### src/include/pwm_timer_pkg.sv
package pwm_timer_pkg;

  // ****************************************
  // Widths and channel count
  // ****************************************
  localparam int          CNT_W     = 8;
  localparam int          ADDR_W    = 8;
  localparam int          DATA_W    = 32;
  localparam int          NUM_CH    = 2;

  // ****************************************
  // Register byte offsets
  // ****************************************
  localparam logic [7:0]  OFS_ENABLE = 8'h00;
  localparam logic [7:0]  OFS_POL    = 8'h04;
  localparam logic [7:0]  OFS_CTL    = 8'h08;
  localparam logic [7:0]  OFS_CNT0   = 8'h10;
  localparam logic [7:0]  OFS_PER0   = 8'h18;
  localparam logic [7:0]  OFS_DTY0   = 8'h20;
  localparam logic [7:0]  OFS_STRIDE = 8'h04;

  // ****************************************
  // Field positions in the control word
  // ****************************************
  localparam int          CTL_ALIGN_LSB = 0;
  localparam int          CTL_CLKSEL_LSB = 2;

  // ****************************************
  // Reset values and responses
  // ****************************************
  localparam logic [1:0]  RST_BITS  = 2'h0;
  localparam logic [7:0]  RST_BYTE  = 8'h00;
  localparam logic [1:0]  RESP_OKAY = 2'h0;
  localparam logic [1:0]  RESP_SLVERR = 2'h2;

endpackage

### src/include/chan_if.sv
`timescale 1ns/1ps
interface chan_if;
  import pwm_timer_pkg::*;
  logic              en;
  logic              pol;
  logic              center;
  logic              tick;
  logic              per_wr;
  logic              dty_wr;
  logic              cnt_wr;
  logic [CNT_W-1:0]  wdata;
  logic [CNT_W-1:0]  cnt;
  logic [CNT_W-1:0]  per_buf;
  logic [CNT_W-1:0]  dty_buf;
  logic              run;
  logic              wave;

  modport ctl (
    output en, pol, center, tick, per_wr, dty_wr, cnt_wr, wdata,
    input  cnt, per_buf, dty_buf, run, wave
  );
  modport tmr (
    input  en, pol, center, tick, per_wr, dty_wr, cnt_wr, wdata,
    output cnt, per_buf, dty_buf, run, wave
  );
endinterface

### src/logic/chan_timer.sv
`timescale 1ns/1ps
module chan_timer
  import pwm_timer_pkg::*;
(
  input  wire logic  clk,
  input  wire logic  rst_n,
  chan_if.tmr        c
);

  logic [CNT_W-1:0]  cnt_q, cnt_d, per_q, per_d, dty_q, dty_d;
  logic [CNT_W-1:0]  pb_q, pb_d, db_q, db_d;
  logic              up_q, up_d, run_q, run_d, wave_q, wave_d;
  logic              step, load;

  function automatic logic at_end(input logic [CNT_W-1:0] n,
                                  input logic [CNT_W-1:0] p);
    at_end = ({1'b0, n} + 9'h001) >= {1'b0, p};
  endfunction

  // ****************************************
  // Counter, latches and output flip-flop
  // ****************************************
  always_comb begin
    cnt_d = cnt_q;
    up_d = up_q;
    per_d = per_q;
    dty_d = dty_q;
    pb_d = c.per_wr ? c.wdata : pb_q;
    db_d = c.dty_wr ? c.wdata : db_q;
    run_d = c.tick ? c.en : run_q;
    // Enable gates the tick too, so a stop bites at once
    step = c.tick & run_q & c.en;
    load = 1'b0;
    if (c.tick && per_q == RST_BYTE) begin
      cnt_d = RST_BYTE;
    end else if (step && !c.center) begin
      up_d = 1'b1;
      if (at_end(cnt_q, per_q)) begin
        cnt_d = RST_BYTE;
        load = 1'b1;
      end else begin
        cnt_d = cnt_q + 8'h01;
      end
    end else if (step && up_q) begin
      if (cnt_q >= per_q) begin
        up_d = 1'b0;
        cnt_d = cnt_q - 8'h01;
      end else begin
        cnt_d = cnt_q + 8'h01;
      end
    end else if (step) begin
      cnt_d = cnt_q - 8'h01;
      if (cnt_q <= 8'h01) begin
        cnt_d = RST_BYTE;
        up_d = 1'b1;
        load = 1'b1;
      end
    end
    if (c.cnt_wr) begin
      cnt_d = RST_BYTE;
      up_d = 1'b1;
      load = 1'b1;
    end
    // Disabled channel lets writes straight through
    if (load || !c.en) begin
      per_d = pb_d;
      dty_d = db_d;
    end
    // Output level starts at polarity, flips at duty
    wave_d = (per_d == RST_BYTE) ? c.pol :
             (c.pol ^ (cnt_d >= dty_d));
  end

  always_ff @(posedge clk) begin
    if (!rst_n) begin
      cnt_q <= RST_BYTE;
      up_q <= 1'b1;
      run_q <= 1'b0;
      per_q <= RST_BYTE;
      dty_q <= RST_BYTE;
      pb_q <= RST_BYTE;
      db_q <= RST_BYTE;
      wave_q <= 1'b0;
    end else begin
      cnt_q <= cnt_d;
      up_q <= up_d;
      run_q <= run_d;
      per_q <= per_d;
      dty_q <= dty_d;
      pb_q <= pb_d;
      db_q <= db_d;
      wave_q <= wave_d;
    end
  end

  assign c.cnt = cnt_q;
  assign c.per_buf = pb_q;
  assign c.dty_buf = db_q;
  assign c.run = run_q;
  assign c.wave = wave_q;
endmodule

### src/logic/pwm_timer_top.sv
`timescale 1ns/1ps
module pwm_timer_top
  import pwm_timer_pkg::*;
(
  input  wire logic                CORE_CLK,
  input  wire logic                RESETN,
  input  wire logic                CLK_A_TICK,
  input  wire logic                CLK_SA_TICK,
  input  wire logic                CLK_B_TICK,
  input  wire logic                CLK_SB_TICK,
  input  wire logic [ADDR_W-1:0]   AWADDR,
  input  wire logic                AWVALID,
  output logic                     AWREADY,
  input  wire logic [DATA_W-1:0]   WDATA,
  input  wire logic [3:0]          WSTRB,
  input  wire logic                WVALID,
  output logic                     WREADY,
  output logic [1:0]               BRESP,
  output logic                     BVALID,
  input  wire logic                BREADY,
  input  wire logic [ADDR_W-1:0]   ARADDR,
  input  wire logic                ARVALID,
  output logic                     ARREADY,
  output logic [DATA_W-1:0]        RDATA,
  output logic [1:0]               RRESP,
  output logic                     RVALID,
  input  wire logic                RREADY,
  output logic [NUM_CH-1:0]        PWM_OUT,
  output logic [NUM_CH-1:0]        PWM_OE
);

  // ****************************************
  // Declarations
  // ****************************************
  logic                awready_q, awready_d, wready_q, wready_d;
  logic                aw_got_q, aw_got_d, w_got_q, w_got_d;
  logic                bvalid_q, bvalid_d, arready_q, arready_d;
  logic                rvalid_q, rvalid_d;
  logic [1:0]          bresp_q, bresp_d, rresp_q, rresp_d;
  logic [ADDR_W-1:0]   awaddr_q, awaddr_d;
  logic [DATA_W-1:0]   wdata_q, wdata_d, rdata_q, rdata_d;
  logic                wstrb0_q, wstrb0_d;
  logic                wr_go, wr_lane;
  logic [7:0]          wr_ofs;
  logic [1:0]          en_q, en_d, pol_q, pol_d;
  logic [1:0]          align_q, align_d, clksel_q, clksel_d;
  logic [1:0]          out_q, out_d, oe_q, oe_d;
  logic [CNT_W-1:0]    cnt_w [NUM_CH];
  logic [CNT_W-1:0]    pbuf_w [NUM_CH];
  logic [CNT_W-1:0]    dbuf_w [NUM_CH];
  logic [NUM_CH-1:0]   run_w, wave_w, tick_w;

  function automatic logic [7:0] word_ofs(input logic [ADDR_W-1:0] a);
    word_ofs = {a[7:2], 2'b00};
  endfunction

  function automatic logic is_mapped(input logic [7:0] o);
    is_mapped = (o == OFS_ENABLE) || (o == OFS_POL) ||
                (o == OFS_CTL) ||
                (o >= OFS_CNT0 && o < OFS_DTY0 + 2 * OFS_STRIDE);
  endfunction

  // ****************************************
  // Clock source selection
  // ****************************************
  // Channel 0 uses A or SA, channel 1 uses B or SB
  assign tick_w[0] = clksel_q[0] ? CLK_SA_TICK : CLK_A_TICK;
  assign tick_w[1] = clksel_q[1] ? CLK_SB_TICK : CLK_B_TICK;

  // ****************************************
  // Write channel
  // ****************************************
  assign wr_go = aw_got_q & w_got_q & ~bvalid_q;
  assign wr_ofs = word_ofs(awaddr_q);
  // Only the low byte carries fields; other lanes are ignored
  assign wr_lane = wr_go & wstrb0_q;

  always_comb begin
    awready_d = awready_q;
    wready_d = wready_q;
    aw_got_d = aw_got_q;
    w_got_d = w_got_q;
    awaddr_d = awaddr_q;
    wdata_d = wdata_q;
    wstrb0_d = wstrb0_q;
    bvalid_d = bvalid_q;
    bresp_d = bresp_q;
    if (awready_q && AWVALID) begin
      aw_got_d = 1'b1;
      awaddr_d = AWADDR;
      awready_d = 1'b0;
    end
    if (wready_q && WVALID) begin
      w_got_d = 1'b1;
      wdata_d = WDATA;
      wstrb0_d = WSTRB[0];
      wready_d = 1'b0;
    end
    if (wr_go) begin
      aw_got_d = 1'b0;
      w_got_d = 1'b0;
      bvalid_d = 1'b1;
      bresp_d = is_mapped(wr_ofs) ? RESP_OKAY : RESP_SLVERR;
    end
    if (bvalid_q && BREADY) begin
      bvalid_d = 1'b0;
      awready_d = 1'b1;
      wready_d = 1'b1;
    end
  end

  // ****************************************
  // Control registers
  // ****************************************
  always_comb begin
    en_d = en_q;
    pol_d = pol_q;
    align_d = align_q;
    clksel_d = clksel_q;
    if (wr_lane && wr_ofs == OFS_ENABLE) begin
      en_d = wdata_q[1:0];
    end
    if (wr_lane && wr_ofs == OFS_POL) begin
      pol_d = wdata_q[1:0];
    end
    // Changing these while running may give a ragged cycle
    if (wr_lane && wr_ofs == OFS_CTL) begin
      align_d = wdata_q[CTL_ALIGN_LSB +: 2];
      clksel_d = wdata_q[CTL_CLKSEL_LSB +: 2];
    end
  end

  // ****************************************
  // Read channel
  // ****************************************
  always_comb begin
    arready_d = arready_q;
    rvalid_d = rvalid_q;
    rdata_d = rdata_q;
    rresp_d = rresp_q;
    if (arready_q && ARVALID) begin
      arready_d = 1'b0;
      rvalid_d = 1'b1;
      rresp_d = is_mapped(word_ofs(ARADDR)) ? RESP_OKAY : RESP_SLVERR;
      rdata_d = '0;
      unique case (word_ofs(ARADDR))
        OFS_ENABLE: rdata_d[1:0] = en_q;
        OFS_POL: rdata_d[1:0] = pol_q;
        OFS_CTL: rdata_d[3:0] = {clksel_q, align_q};
        OFS_CNT0: rdata_d[7:0] = cnt_w[0];
        OFS_CNT0 + OFS_STRIDE: rdata_d[7:0] = cnt_w[1];
        OFS_PER0: rdata_d[7:0] = pbuf_w[0];
        OFS_PER0 + OFS_STRIDE: rdata_d[7:0] = pbuf_w[1];
        OFS_DTY0: rdata_d[7:0] = dbuf_w[0];
        OFS_DTY0 + OFS_STRIDE: rdata_d[7:0] = dbuf_w[1];
        default: rdata_d = '0;
      endcase
    end
    if (rvalid_q && RREADY) begin
      rvalid_d = 1'b0;
      arready_d = 1'b1;
    end
  end

  // ****************************************
  // Channels
  // ****************************************
  for (genvar i = 0; i < NUM_CH; i++) begin : g_ch
    chan_if cif ();
    logic [7:0] cnt_ofs, per_ofs, dty_ofs;
    assign cnt_ofs = OFS_CNT0 + 8'(i * 4);
    assign per_ofs = OFS_PER0 + 8'(i * 4);
    assign dty_ofs = OFS_DTY0 + 8'(i * 4);
    assign cif.en = en_q[i];
    assign cif.pol = pol_q[i];
    assign cif.center = align_q[i];
    assign cif.tick = tick_w[i];
    assign cif.wdata = wdata_q[CNT_W-1:0];
    // Any value written to the counter restarts it
    assign cif.cnt_wr = wr_lane && wr_ofs == cnt_ofs;
    assign cif.per_wr = wr_lane && wr_ofs == per_ofs;
    assign cif.dty_wr = wr_lane && wr_ofs == dty_ofs;
    assign cnt_w[i] = cif.cnt;
    assign pbuf_w[i] = cif.per_buf;
    assign dbuf_w[i] = cif.dty_buf;
    assign run_w[i] = cif.run;
    assign wave_w[i] = cif.wave;
    chan_timer u_tmr (
      .clk   (CORE_CLK),
      .rst_n (RESETN),
      .c     (cif.tmr)
    );
  end

  // ****************************************
  // Pin drivers
  // ****************************************
  always_comb begin
    oe_d = en_q;
    out_d = run_w & wave_w;
  end

  // ****************************************
  // State registers
  // ****************************************
  always_ff @(posedge CORE_CLK) begin
    if (!RESETN) begin
      awready_q <= 1'b1;
      wready_q <= 1'b1;
      aw_got_q <= 1'b0;
      w_got_q <= 1'b0;
      awaddr_q <= '0;
      wdata_q <= '0;
      wstrb0_q <= 1'b0;
      bvalid_q <= 1'b0;
      bresp_q <= RESP_OKAY;
      arready_q <= 1'b1;
      rvalid_q <= 1'b0;
      rdata_q <= '0;
      rresp_q <= RESP_OKAY;
      en_q <= RST_BITS;
      pol_q <= RST_BITS;
      align_q <= RST_BITS;
      clksel_q <= RST_BITS;
      out_q <= RST_BITS;
      oe_q <= RST_BITS;
    end else begin
      awready_q <= awready_d;
      wready_q <= wready_d;
      aw_got_q <= aw_got_d;
      w_got_q <= w_got_d;
      awaddr_q <= awaddr_d;
      wdata_q <= wdata_d;
      wstrb0_q <= wstrb0_d;
      bvalid_q <= bvalid_d;
      bresp_q <= bresp_d;
      arready_q <= arready_d;
      rvalid_q <= rvalid_d;
      rdata_q <= rdata_d;
      rresp_q <= rresp_d;
      en_q <= en_d;
      pol_q <= pol_d;
      align_q <= align_d;
      clksel_q <= clksel_d;
      out_q <= out_d;
      oe_q <= oe_d;
    end
  end

  assign AWREADY = awready_q;
  assign WREADY = wready_q;
  assign BVALID = bvalid_q;
  assign BRESP = bresp_q;
  assign ARREADY = arready_q;
  assign RVALID = rvalid_q;
  assign RDATA = rdata_q;
  assign RRESP = rresp_q;
  assign PWM_OUT = out_q;
  assign PWM_OE = oe_q;
endmodule

### config.mk
export PLATFORM = sky130hd
export DESIGN_NAME = pwm_timer_top
export DESIGN_NICKNAME = d
export VERILOG_FILES = /design/src/include/pwm_timer_pkg.sv /design/src/include/chan_if.sv /design/src/logic/chan_timer.sv /design/src/logic/pwm_timer_top.sv
export SDC_FILE = /design/constraint.sdc
export NUM_CORES = 1
export LEC_CHECK = 0
export ABC_AREA = 1
export BUFFER_PORTS_ARGS = -buffer_cell sky130_fd_sc_hd__clkbuf_2
export CORE_ASPECT_RATIO = 0.9
export CORE_MARGIN = 1
export CORE_UTILIZATION = 50
export CTS_BUF_LIST = sky130_fd_sc_hd__clkbuf_8
export CTS_CLUSTER_SIZE = 14
export DETAILED_ROUTE_END_ITERATION = 10
export GPL_ROUTABILITY_DRIVEN = 0
export HOLD_SLACK_MARGIN = 0.06
export PLACE_DENSITY = 0.81
export REMOVE_ABC_BUFFERS = 1
export SLEW_MARGIN = 20
export SYNTH_ARGS = -nofsm -noshare
export SYNTH_HDL_FRONTEND = slang
export SYNTH_SLANG_ARGS = --single-unit
### constraint.sdc
create_clock -name CORE_CLK -period 4 [get_ports CORE_CLK]
set_clock_uncertainty 0.1 [all_clocks]
set_input_delay 0.2 -clock CORE_CLK [delete_from_list [all_inputs] [get_ports CORE_CLK]]
set_output_delay 0.2 -clock CORE_CLK [all_outputs]
set_load 0.1 [all_outputs]
==> impl_metrics.csv <==
group,metric,value,unit
yosys,synth_xor_area_share,2.56,%
route,drtIter0Drc,891,
power_and_ir_drop,netSwitchingPower,0.889,mW
placement,dpl.hpwl,15.7,mm
global_routing,grt_util_all_layers,26.5,%
timing,period_minus_slack,3.75,ns
timing,tightest_slew,0.885,ns
final_layout,fin_cells,1384,
die,dieArea,16200,um^2
placement,numPortBuffers,50,
worst_setup_path,slowest_delay,0.39,ns
clock_tree,htree_levels,4,
yosys,synthMuxAreaShare,1.83,%
timing,max_clock_freq,266,MHz
yosys,yosys.area_share.simple,26.3,%
power_and_ir_drop,p_leak,4.27,nW
timing,fin_setup_tns,0,ns
route,antenna_left,0,
clock_tree,numCtsBuffers,17,
yosys,synth-seq-cells,130,
worst_setup_path,path_buf_inv,4,
final_layout,area_delta_synth_final,13.2,%
power_and_ir_drop,p_int,1.92,mW
clock_tree,cts_buffer_depth,2,
worst_setup_path,setup.worst_path.class,"flop to flop",
yosys,synthArstFlopShare,0,%
yosys,yosys_warnings,0,
worst_setup_path,cp-start-kind,"flop",
yosys,synth_fa_ha_area_share,8.59,%
die,io_pins,108,
die,start_util,51.1,%
timing,finalCritPeriodShare,93.9,%
clock_tree,clk_latency,0.45,ns
yosys,synthFlopType,"dfxtp_1",
yosys,synth_top_family_by_area,"simple AND/OR/NAND/NOR gates",
status,status,"complete, no violations",
clock_tree,clock-sinks,130,
yosys,yosysSeqAreaShare,33.1,%
power_and_ir_drop,power_density,315,nW/um^2
clock_tree,cts_tree,"done",
die,die_h,121,um
yosys,synth_top_area_share,33.1,%
final_layout,antennaDiodeCount,0,
yosys,yosys.cell_count.top_type,"nand2_1",
final_layout,fill_cells,1416,
yosys,synth_common_cells,"nand2_1 (179), nor2_1 (165), dfxtp_1 (130)",
power_and_ir_drop,seqPwrFrac,48.1,%
hold_path,hp-class,"input pin to flop",
route,viasPerCell,5.47,
yosys,synth_area_per_cell,7.20,um^2
timing,final_max_slew_viol_count,0,
timing,setup_viol,0,
yosys,ys_types,54,
worst_setup_path,slowest_stage,"dfxtp_4",
global_routing,grt_antenna_before_repair,0,
flow_run,maxCapViolations,0,
worst_setup_path,critical_path_required,4.25,ns
route,post-route-drc-count,0,
power_and_ir_drop,comb_power_share,12.3,%
die,coreArea,15400,um^2
power_and_ir_drop,total_power,2.81,mW
clock_tree,cts_root_buffer,"clkbuf_8",
final_layout,num-nets-final,1286,
placement,placedCellCount,1330,
yosys,synth_top_area_cell,"dfxtp_1",
global_routing,first_global_vias,6685,
die,rows,43,
timing,final_hold_viol_count,0,
yosys,syn_area,7870,um^2
route,wl,21.2,mm
clock_tree,clkTransAtPathRegs,0.08,ns
worst_setup_path,path_max_fanout,4,
worst_setup_path,cp-end-kind,"flop",
yosys,synth_area_leaders,"dfxtp_1 (33%), ha_1 (8.6%), nand2_1 (8.5%), nor2_1 (7.9%), inv_1 (6.1%)",
yosys,synth_edf_count,0,
power_and_ir_drop,switching_share,31.7,%
power_and_ir_drop,pwr-share-clk,39.5,%
yosys,syn_inst,1093,
route,wire_per_inst,15.3,um
die,die_w,134,um
global_routing,grt_overflow,0,
global_routing,grt_pass1_wl,33.5,mm
route,num_vias,7564,
power_and_ir_drop,peakVddDrop,0.000335,V
route,drt_first_pass_iters,5,
worst_setup_path,critPathTopFamily,"simple AND/OR/NAND/NOR gates",
global_routing,grt_max_degree,46,
timing,relSlewSlack,41.0,%
worst_setup_path,cp_data_arrival_time,4.01,ns
final_layout,drive_gt1_share,14.2,%
yosys,synth-compound-area-share,16.4,%
worst_setup_path,path_common_cell,"nand2_1",
-- per-layer routing --
metal / global-route usage, % / part of all wire [%] / vias to the layer above
met5: 0 / 0 / -
met4: 9.06 / 2.7 / 0
met3: 7.39 / 8.4 / 58
met2: 40.2 / 43 / 343
met1: 36.1 / 46 / 3416
li1: - / - / 3747
-- power groups by stage --
stage                     clock [mW]  sequential (mW)  combinational, mW
after global placement             0             1.38              0.321
after CTS                       1.12             1.35              0.341
after detailed placement           0             1.38              0.325
final                           1.11             1.35              0.346
after floorplan                    0             1.43              0.201
after global routing            1.19             1.35              0.366
-- worst paths after layout --
check	depth (start not counted)	slack, ns	to	from
max reg2reg	25	0.25	g_ch[1].u_tmr.c.wave$_SDFF_PN0_	g_ch[1].u_tmr.c.cnt[1]$_SDFF_PN0_
min	4	0.08	g_ch[1].u_tmr.c.run$_SDFFE_PN0P_	CLK_B_TICK
max	25	0.25	g_ch[1].u_tmr.c.wave$_SDFF_PN0_	g_ch[1].u_tmr.c.cnt[1]$_SDFF_PN0_
min reg2reg	2	0.32	PWM_OUT[0]$_SDFF_PN0_	g_ch[0].u_tmr.c.wave$_SDFF_PN0_
-- cells in the final DEF (no fill, tap or decap), drive strengths merged, types with 13 or more instances in the layout --
| master | instances |
|---|---|
| dfxtp | 130 |
| dlygate4sd3 | 19 |
| mux2i | 14 |
| inv | 141 |
| a221oi | 13 |
| nand3 | 45 |
| ha | 54 |
| clkbuf | 69 |
| o21ai | 81 |
| nand4 | 13 |
| buf | 22 |
| xor2 | 22 |
| nand2 | 190 |
| nor3 | 14 |
| conb | 26 |
| a21oi | 74 |
| nor2 | 176 |
-- state kept, by name, summed over array words and instances (netlist names), 6 cells and up --
| name | cells |
|---|---|
| g_ch.u_tmr.c.per_buf | 16 |
| g_ch.u_tmr.c.dty_buf | 16 |
| wdata_q | 8 |
| g_ch.u_tmr.dty_q | 16 |
| g_ch.u_tmr.per_q | 16 |
| g_ch.u_tmr.c.cnt | 16 |
| RDATA | 8 |
| awaddr_q | 6 |
-- layout make-up --
| class | instances | area (um^2) | share of cell area, % |
|---|---|---|---|
| Clock buffer | 19 | 262 | 2.93 |
| Timing Repair Buffer | 91 | 606 | 6.80 |
| Inverter | 135 | 510 | 5.73 |
| Clock inverter | 13 | 126 | 1.42 |
| Sequential cell | 130 | 2610 | 29.3 |
| Tap cell | 202 | 253 | 2.84 |
| Multi-Input combinational cell | 794 | 4540 | 50.9 |
-- cells by family (layout without fill, tap and decap cells) --
kind of cell / count (synthesis) / count (layout)
AO/OA/AOI/OAI: 221 / 221
XOR/XNOR: 23 / 23
adder cells (fa/ha/maj): 54 / 54
buffers and inverters: 194 / 258
flip-flops: 130 / 130
multiplexers: 14 / 14
other: 1 / 26
AND/OR/NAND/NOR: 456 / 456
-- tightest hold or removal path: cells and delay by family --
family	cells	cell delay [ns]
compound gates	1	0.15
buf+inv	2	0.13
mux	1	0.10
-- per-stage QoR --
| step | cell area [um^2] | util, % | worst slack [ns] | hold slack, ns |
|---|---|---|---|---|
| final | 8910 | 57.9 | 0.245 | 0.0835 |
| after global routing | 8910 | 57.9 | -0.00269 | 0.0836 |
| after CTS | 8810 | 57.3 | 0.00375 | 0.0667 |
| after detailed placement | 8240 | 53.5 | 0.0661 | 0.306 |
| after global placement | 8240 | 53.5 | 0.169 | 0.299 |
| after floorplan | 7590 | - | 0.539 | 0.187 |
-- what timing repair did --
action / 4_1_cts / 5_1_grt
gates resized for setup: 0 / 28
hold endpoints to repair: 21 / 0
hold buffers: 19 / 0
setup endpoints to repair: 0 / 2
buffers inserted: 0 / 3
(Power assumes the default switching activity.)
